$ cat src/rtl/tcr_pkg.sv
// constants, types and layout of the transmit control register block
// How it works
// - transmit start loads descriptor bits 15..12
// - transmit end sets status bits 10..0 except 8 and 4
// - status plus collision count written to descriptor
// - writeback done clears bits 9 and 5
// - next start clears 10,7,6,3..0; sets 8
// - hardware reset forces bits 8 and 1
// - software reset leaves the register alone
// - 15..12 read/write, 10..0 read-only, 11,4 zero
// - fixed field positions, sent_ok at bit 0
// - flagged descriptor fetch raises programmed interrupt flag while register bit 15 is clear
// - bit 14 picks late collision timer start
// - bit 13 set omits the 4-byte checksum
// - bit 12 set disables long deferral timer
// - 3.2 ms deferral aborts, sets bit 10
// - sixteenth collision aborts, sets bit 6
// - carrier_absent set at transmit start, cleared on carrier
package tcr_pkg;
	// register indices; byte address is four times the index
	localparam logic [5:0] TC_IDX = 6'h03;
	localparam logic [5:0] IRQ_STAT_IDX = 6'h04;
	localparam logic [5:0] IRQ_MASK_IDX = 6'h05;
	// transmit_control field positions
	localparam int B_PIRQ = 15;
	localparam int B_OWCSEL = 14;
	localparam int B_FCSOMIT = 13;
	localparam int B_DEFOFF = 12;
	localparam int B_EXD = 10;
	localparam int B_DEF = 9;
	localparam int B_CARRIER_ABSENT = 8;
	localparam int B_CARRIER_DROPPED = 7;
	localparam int B_EXC = 6;
	localparam int B_OWC = 5;
	localparam int B_PMB = 3;
	localparam int B_FU = 2;
	localparam int B_BCM = 1;
	localparam int B_PTX = 0;
	localparam logic [15:0] TC_RESET = 16'h0102;
	localparam logic [15:0] TC_RW_MASK = 16'hF000;
	localparam logic [15:0] TC_STATUS_MASK = 16'h07EF;
	localparam logic [15:0] TC_CLR_AT_START = 16'h04CF;
	localparam logic [15:0] TC_SET_AT_START = 16'h0100;
	localparam logic [15:0] TC_CLR_AFTER_WB = 16'h0220;
	// interrupt status / mask layout
	localparam int IRQ_W = 3;
	localparam int IRQ_PROGRAMMED_IRQ_FLAG = 0;
	localparam int IRQ_DONE = 1;
	localparam int IRQ_ABORT = 2;
	// timing
	localparam int CLK_PERIOD_NS = 4;
	localparam int DEFER_TIME_NS = 3200000;
	localparam int DEFER_CYC = DEFER_TIME_NS / CLK_PERIOD_NS;
	localparam int SLOT_TIME_NS = 51200;
	localparam int SLOT_CYC = SLOT_TIME_NS / CLK_PERIOD_NS;
	localparam logic [4:0] LAST_COLL = 5'h0F;
	// bus answers
	localparam logic [1:0] RESP_OKAY = 2'h0;
	localparam logic [1:0] RESP_SLVERR = 2'h2;

	typedef enum logic [2:0]
	{
		TCR_IDLE = 3'h1,
		TCR_SEND = 3'h2,
		TCR_WB = 3'h4
	} tcr_state_t;

	typedef struct packed
	{
		logic packet_irq_request;
		logic late_collision_timer_select;
		logic checksum_omit;
		logic long_defer_timer_off;
	} tcr_cfg_t;

	typedef struct packed
	{
		logic preamble_start;
		logic sfd_sent;
		logic collision;
		logic monitored_bad_frame;
		logic tx_buffer_starved;
		logic length_mismatch;
		logic sent_ok;
		logic tx_end;
	} tcr_tx_evt_t;
endpackage

$ cat src/rtl/tcr_top.sv
// transmit control/status register with descriptor load, status writeback and interrupts
//
// The implementer's own choice: the AXI4-Lite register port.
`timescale 1ns/10ps
module tcr_top
#(
	parameter int DEFER_CYC = tcr_pkg::DEFER_CYC,
	parameter int SLOT_CYC = tcr_pkg::SLOT_CYC,
	parameter int ADDR_W = 8
)
(
	input wire logic ref_clk_i, // controller clock
	input wire logic rst_n_i, // hardware reset, sync, active low
	input wire logic ce_i, // clock enable, freezes all state
	input wire logic [ADDR_W-1:0] s_axi_awaddr, // write address
	input wire logic s_axi_awvalid, // write address valid
	output logic s_axi_awready, // write address ready
	input wire logic [31:0] s_axi_wdata, // write data
	input wire logic [3:0] s_axi_wstrb, // write strobes
	input wire logic s_axi_wvalid, // write data valid
	output logic s_axi_wready, // write data ready
	output logic [1:0] s_axi_bresp, // write response
	output logic s_axi_bvalid, // write response valid
	input wire logic s_axi_bready, // write response ready
	input wire logic [ADDR_W-1:0] s_axi_araddr, // read address
	input wire logic s_axi_arvalid, // read address valid
	output logic s_axi_arready, // read address ready
	output logic [31:0] s_axi_rdata, // read data
	output logic [1:0] s_axi_rresp, // read response
	output logic s_axi_rvalid, // read data valid
	input wire logic s_axi_rready, // read data ready
	input wire logic desc_fetch_i, // pulse: descriptor fetched
	input wire logic tx_start_i, // pulse: transmission begins
	input wire logic [15:0] descriptor_config_word_i, // config word of current descriptor
	input wire tcr_pkg::tcr_tx_evt_t tx_evt_i, // transmit engine event pulses
	input wire logic deferring_i, // level: engine is deferring
	input wire logic carrier_sense_i, // carrier sense pin, asynchronous
	output tcr_pkg::tcr_cfg_t cfg_o, // live configuration bits 15..12
	output logic fcs_append_o, // append 4-byte checksum
	output logic late_timer_start_o, // pulse: late collision timer starts
	output logic tx_abort_o, // pulse: abort transmission
	output logic packet_irq_set_o, // pulse: programmed interrupt set request
	output logic desc_status_valid_o, // descriptor status word offered
	output logic [15:0] descriptor_status_word_o, // status word for memory
	input wire logic desc_status_ready_i, // memory took the status word
	output logic irq_o // level interrupt
);
	localparam int DEFER_W = $clog2(DEFER_CYC + 1);
	localparam int SLOT_W = $clog2(SLOT_CYC + 1);

	////////////////////////////////////////////////////////////////////////////
	// state
	tcr_pkg::tcr_state_t state;
	tcr_pkg::tcr_state_t next_state;
	logic [15:0] tc;
	logic [15:0] next_tc;
	logic [15:0] pend;
	logic [15:0] next_pend;
	logic [4:0] coll_cnt;
	logic [DEFER_W-1:0] defer_cnt;
	logic [SLOT_W-1:0] slot_cnt;
	logic slot_run;
	logic crs_meta;
	logic crs_sync;
	logic crs_win;
	logic [tcr_pkg::IRQ_W-1:0] irq_stat;
	logic [tcr_pkg::IRQ_W-1:0] irq_mask;
	logic [tcr_pkg::IRQ_W-1:0] next_irq_stat;
	// bus slave holding registers
	logic [ADDR_W-1:0] aw_addr;
	logic aw_full;
	logic [31:0] w_data;
	logic [3:0] w_strb;
	logic w_full;

	////////////////////////////////////////////////////////////////////////////
	// decode
	wire in_idle = (state == tcr_pkg::TCR_IDLE);
	wire in_send = (state == tcr_pkg::TCR_SEND);
	wire in_wb = (state == tcr_pkg::TCR_WB);
	wire start = in_idle & tx_start_i;
	wire coll = in_send & tx_evt_i.collision;
	wire coll16 = coll & (coll_cnt == tcr_pkg::LAST_COLL);
	wire defer_on = in_send & deferring_i & ~tc[tcr_pkg::B_DEFOFF];
	wire defer_hit = defer_on & (defer_cnt == DEFER_W'(DEFER_CYC - 1));
	wire abort_now = defer_hit | coll16;
	wire finish = in_send & (tx_evt_i.tx_end | abort_now);
	wire wb_done = in_wb & desc_status_ready_i;
	wire slot_done = (slot_cnt == SLOT_W'(SLOT_CYC));
	// timer start point chosen by the select bit
	wire slot_go = in_send & (tc[tcr_pkg::B_OWCSEL] ? tx_evt_i.preamble_start : tx_evt_i.sfd_sent);
	// flag only when the register bit is clear, so alternating descriptors re-arm it
	wire pirq = desc_fetch_i & descriptor_config_word_i[tcr_pkg::B_PIRQ] & ~tc[tcr_pkg::B_PIRQ];
	wire aw_take = s_axi_awvalid & s_axi_awready;
	wire w_take = s_axi_wvalid & s_axi_wready;
	wire do_write = aw_full & w_full & ~s_axi_bvalid;
	wire ar_take = s_axi_arvalid & s_axi_arready;
	wire [5:0] wr_idx = aw_addr[7:2];
	wire [5:0] rd_idx = s_axi_araddr[7:2];
	wire wr_tc = do_write & (wr_idx == tcr_pkg::TC_IDX) & w_strb[1];
	wire wr_is = do_write & (wr_idx == tcr_pkg::IRQ_STAT_IDX) & w_strb[0];
	wire wr_im = do_write & (wr_idx == tcr_pkg::IRQ_MASK_IDX) & w_strb[0];
	wire wr_hit = (wr_idx == tcr_pkg::TC_IDX) | (wr_idx == tcr_pkg::IRQ_STAT_IDX) | (wr_idx == tcr_pkg::IRQ_MASK_IDX);
	wire rd_hit = (rd_idx == tcr_pkg::TC_IDX) | (rd_idx == tcr_pkg::IRQ_STAT_IDX) | (rd_idx == tcr_pkg::IRQ_MASK_IDX);
	wire [31:0] rd_mux = (rd_idx == tcr_pkg::TC_IDX) ? {16'h0000, tc & (tcr_pkg::TC_RW_MASK | tcr_pkg::TC_STATUS_MASK)} :
		(rd_idx == tcr_pkg::IRQ_STAT_IDX) ? {29'h0000000, irq_stat} :
		(rd_idx == tcr_pkg::IRQ_MASK_IDX) ? {29'h0000000, irq_mask} : 32'h00000000;

	////////////////////////////////////////////////////////////////////////////
	// outcome of the current transmission, collected until it ends
	always_comb
	begin
		next_pend = pend;
		if (start)
			next_pend = 16'h0000;
		if (coll)
			next_pend[tcr_pkg::B_DEF] = 1'b0;
		// deferring on the first attempt counts whether or not the long timer runs
		if (in_send && deferring_i && coll_cnt == 5'h00 && !coll)
			next_pend[tcr_pkg::B_DEF] = 1'b1;
		if (defer_hit)
			next_pend[tcr_pkg::B_EXD] = 1'b1;
		if (crs_win && !crs_sync)
			next_pend[tcr_pkg::B_CARRIER_DROPPED] = 1'b1;
		if (coll16)
			next_pend[tcr_pkg::B_EXC] = 1'b1;
		if (coll && slot_done)
			next_pend[tcr_pkg::B_OWC] = 1'b1;
		if (in_send && tx_evt_i.monitored_bad_frame)
			next_pend[tcr_pkg::B_PMB] = 1'b1;
		if (in_send && tx_evt_i.tx_buffer_starved)
			next_pend[tcr_pkg::B_FU] = 1'b1;
		if (in_send && tx_evt_i.length_mismatch)
			next_pend[tcr_pkg::B_BCM] = 1'b1;
		if (in_send && tx_evt_i.sent_ok)
			next_pend[tcr_pkg::B_PTX] = 1'b1;
	end

	// register update; a transmit start overrides a same-cycle software write
	always_comb
	begin
		next_tc = tc;
		if (wr_tc)
			next_tc = (tc & ~tcr_pkg::TC_RW_MASK) | (w_data[15:0] & tcr_pkg::TC_RW_MASK);
		if (wb_done)
			next_tc = next_tc & ~tcr_pkg::TC_CLR_AFTER_WB;
		if (start)
		begin
			next_tc = (next_tc & ~tcr_pkg::TC_CLR_AT_START) | tcr_pkg::TC_SET_AT_START;
			next_tc[15:12] = descriptor_config_word_i[15:12];
		end
		if (in_send && crs_sync)
			next_tc[tcr_pkg::B_CARRIER_ABSENT] = 1'b0;
		if (finish)
			next_tc = next_tc | (next_pend & tcr_pkg::TC_STATUS_MASK & ~tcr_pkg::TC_SET_AT_START);
	end

	always_comb
	begin
		next_irq_stat = irq_stat;
		if (wr_is)
			next_irq_stat = irq_stat & ~w_data[tcr_pkg::IRQ_W-1:0];
		// sets win over a same-cycle clear
		if (pirq)
			next_irq_stat[tcr_pkg::IRQ_PROGRAMMED_IRQ_FLAG] = 1'b1;
		if (wb_done)
			next_irq_stat[tcr_pkg::IRQ_DONE] = 1'b1;
		if (abort_now)
			next_irq_stat[tcr_pkg::IRQ_ABORT] = 1'b1;
	end

	always_comb
	begin
		case (state)
			tcr_pkg::TCR_IDLE: next_state = tx_start_i ? tcr_pkg::TCR_SEND : tcr_pkg::TCR_IDLE;
			tcr_pkg::TCR_SEND: next_state = finish ? tcr_pkg::TCR_WB : tcr_pkg::TCR_SEND;
			tcr_pkg::TCR_WB: next_state = desc_status_ready_i ? tcr_pkg::TCR_IDLE : tcr_pkg::TCR_WB;
			default: next_state = tcr_pkg::TCR_IDLE;
		endcase
	end

	////////////////////////////////////////////////////////////////////////////
	// transmit side flops; only the hardware reset touches the register
	always_ff @(posedge ref_clk_i)
	begin
		if (!rst_n_i)
		begin
			state <= tcr_pkg::TCR_IDLE;
			tc <= tcr_pkg::TC_RESET;
			pend <= 16'h0000;
			coll_cnt <= 5'h00;
			defer_cnt <= '0;
			slot_cnt <= '0;
			slot_run <= 1'b0;
			crs_win <= 1'b0;
		end
		else if (ce_i)
		begin
			state <= next_state;
			tc <= next_tc;
			pend <= next_pend;
			coll_cnt <= start ? 5'h00 : (coll ? coll_cnt + 5'h01 : coll_cnt);
			defer_cnt <= defer_on ? defer_cnt + DEFER_W'(1) : '0;
			slot_run <= ~start & ~finish & (slot_run | slot_go);
			if (start || slot_go)
				slot_cnt <= '0;
			else if (slot_run && !slot_done)
				slot_cnt <= slot_cnt + SLOT_W'(1);
			crs_win <= ~start & ~finish & (crs_win | (in_send & tx_evt_i.sfd_sent));
		end
	end

	// carrier sense comes from a pin: two flops before use
	always_ff @(posedge ref_clk_i)
	begin
		if (!rst_n_i)
		begin
			crs_meta <= 1'b0;
			crs_sync <= 1'b0;
		end
		else if (ce_i)
		begin
			crs_meta <= carrier_sense_i;
			crs_sync <= crs_meta;
		end
	end

	always_ff @(posedge ref_clk_i)
	begin
		if (!rst_n_i)
		begin
			fcs_append_o <= 1'b1;
			late_timer_start_o <= 1'b0;
			tx_abort_o <= 1'b0;
			packet_irq_set_o <= 1'b0;
			desc_status_valid_o <= 1'b0;
			descriptor_status_word_o <= 16'h0000;
			irq_stat <= '0;
			irq_mask <= '0;
			irq_o <= 1'b0;
		end
		else if (ce_i)
		begin
			fcs_append_o <= ~next_tc[tcr_pkg::B_FCSOMIT];
			late_timer_start_o <= slot_go;
			tx_abort_o <= abort_now;
			packet_irq_set_o <= pirq;
			if (finish)
			begin
				desc_status_valid_o <= 1'b1;
				// collision count in the top five bits beside the status bits
				descriptor_status_word_o <= {coll ? coll_cnt + 5'h01 : coll_cnt, next_tc[10:0]};
			end
			else if (wb_done)
				desc_status_valid_o <= 1'b0;
			irq_stat <= next_irq_stat;
			if (wr_im)
				irq_mask <= w_data[tcr_pkg::IRQ_W-1:0];
			irq_o <= |(next_irq_stat & (wr_im ? w_data[tcr_pkg::IRQ_W-1:0] : irq_mask));
		end
	end
	assign cfg_o = tc[15:12];

	////////////////////////////////////////////////////////////////////////////
	// AXI4-Lite slave: one write and one read in flight
	always_ff @(posedge ref_clk_i)
	begin
		if (!rst_n_i)
		begin
			s_axi_awready <= 1'b1;
			s_axi_wready <= 1'b1;
			s_axi_bvalid <= 1'b0;
			s_axi_bresp <= tcr_pkg::RESP_OKAY;
			s_axi_arready <= 1'b1;
			s_axi_rvalid <= 1'b0;
			s_axi_rdata <= 32'h00000000;
			s_axi_rresp <= tcr_pkg::RESP_OKAY;
			aw_addr <= '0;
			aw_full <= 1'b0;
			w_data <= 32'h00000000;
			w_strb <= 4'h0;
			w_full <= 1'b0;
		end
		else if (ce_i)
		begin
			if (aw_take)
			begin
				aw_addr <= s_axi_awaddr;
				aw_full <= 1'b1;
				s_axi_awready <= 1'b0;
			end
			if (w_take)
			begin
				w_data <= s_axi_wdata;
				w_strb <= s_axi_wstrb;
				w_full <= 1'b1;
				s_axi_wready <= 1'b0;
			end
			if (do_write)
			begin
				aw_full <= 1'b0;
				w_full <= 1'b0;
				s_axi_bvalid <= 1'b1;
				s_axi_bresp <= wr_hit ? tcr_pkg::RESP_OKAY : tcr_pkg::RESP_SLVERR;
			end
			else if (s_axi_bvalid && s_axi_bready)
			begin
				s_axi_bvalid <= 1'b0;
				s_axi_awready <= 1'b1;
				s_axi_wready <= 1'b1;
			end
			if (ar_take)
			begin
				s_axi_arready <= 1'b0;
				s_axi_rvalid <= 1'b1;
				s_axi_rdata <= rd_mux;
				s_axi_rresp <= rd_hit ? tcr_pkg::RESP_OKAY : tcr_pkg::RESP_SLVERR;
			end
			else if (s_axi_rvalid && s_axi_rready)
			begin
				s_axi_rvalid <= 1'b0;
				s_axi_arready <= 1'b1;
			end
		end
	end
endmodule // tcr_top

$ cat config.mk
export PLATFORM = sky130hd
export DESIGN_NAME = tcr_top
export DESIGN_NICKNAME = d
export VERILOG_FILES = /design/src/rtl/tcr_pkg.sv /design/src/rtl/tcr_top.sv
export SDC_FILE = /design/constraint.sdc
export NUM_CORES = 1
export LEC_CHECK = 0
export ABC_AREA = 1
export BUFFER_PORTS_ARGS = -buffer_cell sky130_fd_sc_hd__buf_2
export CORE_MARGIN = 4
export CORE_UTILIZATION = 35
export CTS_CLUSTER_DIAMETER = 50
export DETAILED_ROUTE_END_ITERATION = 16
export PLACE_DENSITY = 0.57
export SLEW_MARGIN = 20
export SYNTH_ARGS = -nofsm -noshare
export SYNTH_HDL_FRONTEND = slang
export SYNTH_SLANG_ARGS = --single-unit
export TNS_END_PERCENT = 20
$ cat constraint.sdc
create_clock -name ref_clk_i -period 2.17 [get_ports ref_clk_i]
set_clock_uncertainty 0.05 [all_clocks]
set_input_delay 0.651 -clock ref_clk_i [delete_from_list [all_inputs] [get_ports ref_clk_i]]
set_output_delay 0.651 -clock ref_clk_i [all_outputs]
set_load 0.1 [all_outputs]
==> impl_metrics.tcl, run 1 <==
set metrics [dict create \
    status "finished clean" \
    antenna_found_initial 2 \
    reg2regPathDepth 9 \
    setup.worst_path.end_class "output port" \
    first_iter_violations 271 \
    setup_tns_ns 0 \
    cp.required_ns 1.47 \
    worstPathMaxFanout 5 \
    highest_layer "met5" \
    place_congestion 0.830 \
    synthCells 923 \
    min-delay-start "aw_addr[6]" \
    synthAdderAreaFrac_pct 1.16 \
    ios 156 \
    io_buffers 91 \
    synth_top_family_by_area "simple AND/OR/NAND/NOR gates" \
    die_y_um 144 \
    critPathKind "register to output port" \
    met1Wirelength_um 8040 \
    wl_met3_um 804 \
    clk_latency_ns 0.42 \
    rsz0062_at_grt "no" \
    r2r_setup_slack_ns 0.34 \
    post_synth_num_cell_types 44 \
    synth_ff_type "dfxtp_1" \
    core_area_mm2 0.0181 \
    hold_path_end "aw_addr[6]" \
    reg2reg_to "slot_run" \
    grt_pass1_vias 5314 \
    crit_path_cell_trace "buf_2" \
    peakVddDrop_v 0.000512 \
    crit_path_max_incr_delay_ns 0.49 \
    start_util_pct 35.8 \
    overflow 0 \
    nFillCells 1875 \
    synth-xor-area-share_pct 2.03 \
    cts_hold_buf 0 \
    routed-wl-met2_um 7130 \
    max_freq_mhz 476 \
    clockBufferDepth 2 \
    finalMaxSlewViolations 0 \
    post_drt_wl_per_cell_um 12.8 \
    synthToLayoutAreaGrowth_pct 19.4 \
    max_cap_violations 0 \
    ys_seq_elements 134 \
    cts_resized 0 \
    dpl.hpwl_um 11900 \
    fin_crit_ns 2.10 \
    crit_family "flip-flops" \
    path_clk_slew_ns 0.06 \
    grt_pass1_wl_um 26300 \
    synth-edff-count 0 \
    synth.area.mux_share_pct 0 \
    drt_first_pass_iters 5 \
    cts.sinks 134 \
    grt_start_max_net_pins 50 \
    die_area_mm2 0.0207 \
    cts_setup_buffers 0 \
    cts_tree "done" \
    postSynth.asyncResetShare_pct 0 \
    period_share_pct 96.9 \
    vias_per_cell 4.62 \
    crit_buf_inv 1 \
    synth_simple_gate_area_share_pct 26.7 \
    h-tree-depth 4 \
    setup_ws_ns 0.0678 \
    wl_um 16200 \
    root_buffer "clkbuf_16" \
    ys_seq_area_share_pct 41.4 \
    hold_viol_final 0 \
    r2r_start "coll_cnt[0]" \
    finalPower_mw 6.21 \
    hold_depth 2 \
    track_usage_pct 15.9 \
    avgSynthCellArea_um2 7.01 \
    layout-drive-gt1-share_pct 16.7 \
    synth_compound_area_share_pct 15.8 \
    critPathLaunchType "register" \
    critPathArrivalTime_ns 1.40 \
    setup_viol 0 \
    syn_area_mm2 0.00647 \
    p_leak_nw 3.48 \
    die_x_um 144 \
    p_per_area_mw_per_mm2 803 \
    holdCritPathClass "register to register" \
    place_ws_ns 0.123 \
    cts_buffers 17 \
    final_antenna_net_count 0 \
    critical_path.slowest_cell "dfxtp_1" \
    drc_errors 0 \
    vias 5836 \
    row_count 49 \
    fin_nets 1115 \
    yosys_warnings 0 \
]
[logic make-up (layout without fill, tap and decap cells)]
family | after synthesis | count (layout)
AND/OR/NAND/NOR | 391 | 391
AO/OA/AOI/OAI | 190 | 190
adder cells (fa/ha/maj) | 6 | 6
other | 1 | 22
buffers and inverters | 186 | 276
flip-flops | 134 | 134
XOR/XNOR | 15 | 15
[worst max-delay path by stage]
stage / endpoint / startpoint / cells past startpoint
6_report: cfg_o[2] / tc[14] / 1
2_1_floorplan: s_axi_rdata[10] / s_axi_arready / 5
3_5_place_dp: tc[14] / tx_start_i / 7
4_1_cts: cfg_o[2] / tc[14] / 1
3_3_place_gp: tc[14] / tx_start_i / 7
5_1_grt: cfg_o[2] / tc[14] / 1
[registers in the layout, indices dropped and copies added, names as in the netlist, 2 cells and up]
| register | count |
|---|---|
| coll_cnt | 5 |
| slot_cnt | 14 |
| aw_addr | 6 |
| tc | 14 |
| s_axi_rdata | 14 |
| descriptor_status_word_o | 15 |
| irq_stat | 3 |
| pend | 9 |
| w_strb | 2 |
| state | 3 |
| w_data | 7 |
| irq_mask | 3 |
| defer_cnt | 20 |
[metrics by stage]
| stage | hold WS, ns | util, % | area, um2 | instances |
|---|---|---|---|---|
| after global placement | 0.385 | 39.7 | 7170 | 1230 |
| after detailed placement | 0.389 | 39.7 | 7170 | 1230 |
| after floorplan | 0.373 | - | 6550 | 943 |
| after global routing | 0.412 | 42.7 | 7730 | 1263 |
| final | 0.394 | 42.7 | 7730 | 1263 |
| after CTS | 0.398 | 42.7 | 7730 | 1262 |
[Yosys cell counts (8+ instances only)]
cell,instances,area (um2)
inv_1,120,450
buf_2,8,40.0
xor2_1,13,114
buf_4,26,195
o211ai_1,13,97.6
nand4_1,15,93.8
nor3_1,21,105
clkbuf_1,19,71.3
dfxtp_1,134,2680
o21ai_0,67,335
nand3_1,42,210
nand2_1,191,717
a21oi_1,90,450
nor2_1,96,360
[power breakdown]
group | total, mW | internal (mW) | leakage, nW | switching (mW)
logic | 0.903 | 0.190 | 2.11 | 0.712
registers | 2.60 | 2.55 | 1.09 | 0.0557
clock network | 2.70 | 1.65 | 0.276 | 1.05
[per-layer routing]
| layer | GRT usage (%) | up-vias |
|---|---|---|
| li1 | - | 3139 |
| met1 | 22.0 | 2554 |
| met3 | 4.07 | 21 |
| met5 | 0 | - |
| met2 | 24.3 | 120 |
| met4 | 5.30 | 2 |
[cell usage in the layout (no fill, tap or decap), types with 24 or more instances in the layout]
cell	count
a21oi_1	90
buf_2	91
buf_4	24
dfxtp_1	134
inv_1	120
nand2_1	191
nand3_1	42
nor2_1	96
o21ai_0	67
[final cells by class]
class,instances,area [um2],share of cell area [%]
Timing Repair Buffer,118,696,9.00
Inverter,126,477,6.17
Clock buffer,23,478,6.18
Clock inverter,9,76.3,0.987
Tap cell,229,287,3.71
Antenna cell,1,2.50,0.0324
Sequential cell,134,2680,34.7
Multi-Input combinational cell,623,3030,39.2
Power figures use the tool's default switching activity.
==> run 2, diff against run 1 <==
Settings changed: CELL_PAD_IN_SITES_DETAIL_PLACEMENT from default to 0, CELL_PAD_IN_SITES_GLOBAL_PLACEMENT from default to 2, CORE_UTILIZATION 35 to 29, MAX_ROUTING_LAYER from default to met4, PLACE_DENSITY 0.57 to 0.8, SLEW_MARGIN 20 to default.
==> impl_metrics.tcl, run 2 (synthesized netlist as in run 1, its figures left out) <==
set metrics [dict create \
    cts_hold_buf 0 \
    hold_viol_final 0 \
    crit_path_cell_trace "buf_2" \
    holdCritPathClass "register to register" \
    h-tree-depth 4 \
    layout_common_cells "nand2_1, dfxtp_1, inv_1" \
    vias_per_cell 4.49 \
    post_drt_wl_per_cell_um 13.3 \
    clk_latency_ns 0.42 \
    cp.required_ns 1.47 \
    antenna_found_initial 1 \
    worstPathMaxFanout 4 \
    setup_viol 0 \
    vias 5932 \
    cts_tree "done" \
    max_cap_violations 0 \
    dpl.hpwl_um 13000 \
    place_congestion 0.800 \
    die_area_mm2 0.0248 \
    row_count 54 \
    core_area_mm2 0.0219 \
    path_clk_slew_ns 0.06 \
    crit_family "buffers and inverters" \
    ios 156 \
    p_per_area_mw_per_mm2 895 \
    rsz0062_at_grt "no" \
    grt_pass1_vias 5787 \
    wl_um 17600 \
    period_share_pct 96.2 \
    root_buffer "clkbuf_16" \
    crit_buf_inv 1 \
    p_leak_nw 3.60 \
    die_y_um 157 \
    critPathArrivalTime_ns 1.39 \
    final_antenna_net_count 0 \
    die_x_um 157 \
    first_iter_violations 345 \
    track_usage_pct 15.0 \
    largestRegisters "defer_cnt x20, descriptor_status_word_o x15" \
    cts_setup_buffers 0 \
    start_util_pct 29.6 \
    grt_start_max_net_pins 38 \
    regMostFlops "defer_cnt" \
    synthToLayoutAreaGrowth_pct 24.3 \
    layout-drive-gt1-share_pct 17.5 \
    hold_slack_ns 0.393 \
    largest_reg_flops 20 \
    cts_resized 0 \
    cts_buffers 17 \
    grt_pass1_wl_um 29000 \
    finalMaxSlewViolations 0 \
    critical_path.slowest_cell "buf_2" \
    max_freq_mhz 479 \
    fin_crit_ns 2.09 \
    io_buffers 91 \
    crit_path_max_incr_delay_ns 0.49 \
    slew-limit-headroom_pct 66.1 \
    cts.sinks 134 \
    drc_errors 0 \
    peakVddDrop_v 0.000448 \
    worst_slew_pin_slew_ns 0.511 \
    drt_first_pass_iters 4 \
    overflow 0 \
    status "finished clean" \
    setup_tns_ns 0 \
    critPathLaunchType "register" \
    setup.worst_path.end_class "output port" \
    final_common_cell "nand2_1" \
    fin_nets 1121 \
    critPathKind "register to output port" \
    clockBufferDepth 2 \
    nFillCells 2382 \
]
[run 2: cell types whose count changed in the layout (fill, tap and decap cells not counted), sizes merged]
cell / previous run / this run
inv: 125 / 126
clkbuf: 23 / 19
buf: 118 / 124
bufinv: 1 / 9
clkinv: 8 / 3
[run 2: stage by stage]
step                      utilization, %  setup WS (ns)  total power [mW]  area (um2)  std cells
after detailed placement            33.3         0.0226              3.58        7300       1287
final                               36.8         0.0817              7.20        8050       1320
after floorplan                        -          0.118              3.38        6550        943
after global routing                36.8         0.0229              7.45        8050       1320
after CTS                           36.8         0.0352              7.28        8050       1319
after global placement              33.3         0.0592              3.58        7300       1287
[run 2: path summary, 6_finish.rpt]
path              depth (start not counted)                      endpoint  slack (ns)         from
setup / recovery                          1                      cfg_o[0]        0.08       tc[12]
hold / removal                            2                    aw_addr[6]        0.39   aw_addr[6]
setup reg to reg                         10  descriptor_status_word_o[11]        0.32  coll_cnt[0]
hold reg to reg                           2                    aw_addr[6]        0.39   aw_addr[6]
[run 2: layout make-up]
| cell class | count | area [um2] | area share, % |
|---|---|---|---|
| multi-input combinational | 623 | 3030 | 37.7 |
| sequential | 134 | 2680 | 33.3 |
| timing repair buffer | 124 | 753 | 9.36 |
| inverter | 126 | 477 | 5.92 |
| clock buffer | 19 | 453 | 5.63 |
| tap | 280 | 350 | 4.35 |
| clock inverter | 13 | 297 | 3.68 |
| antenna | 1 | 2.50 | 0.0311 |
[run 2: where the power goes]
part,switching [mW],internal [mW]
combinational,0.721,0.197
sequential,0.0552,2.55
clock,1.12,2.57
total,1.89,5.31
[run 2: metal layers]
layer / track usage (%) / share of wire (%) / vias up
li1: - / - / 3154
met1: 20.1 / 50 / 2658
met2: 22.8 / 44 / 103
met3: 3.13 / 4.6 / 17
met4: 4.67 / 1.7 / 0
met5: - / 0 / -
[run 2: worst register-to-register path, cell delays in order, from the launching register on]
cell and delay [ns]:
dfxtp_1 0.34, ha_1 0.21, and3_1 0.19, ha_1 0.21
nand2_4 0.13, nand3_4 0.14, nand3_4 0.12, buf_12 0.18
nand2_1 0.08, nand2_1 0.06, nor2_1 0.04
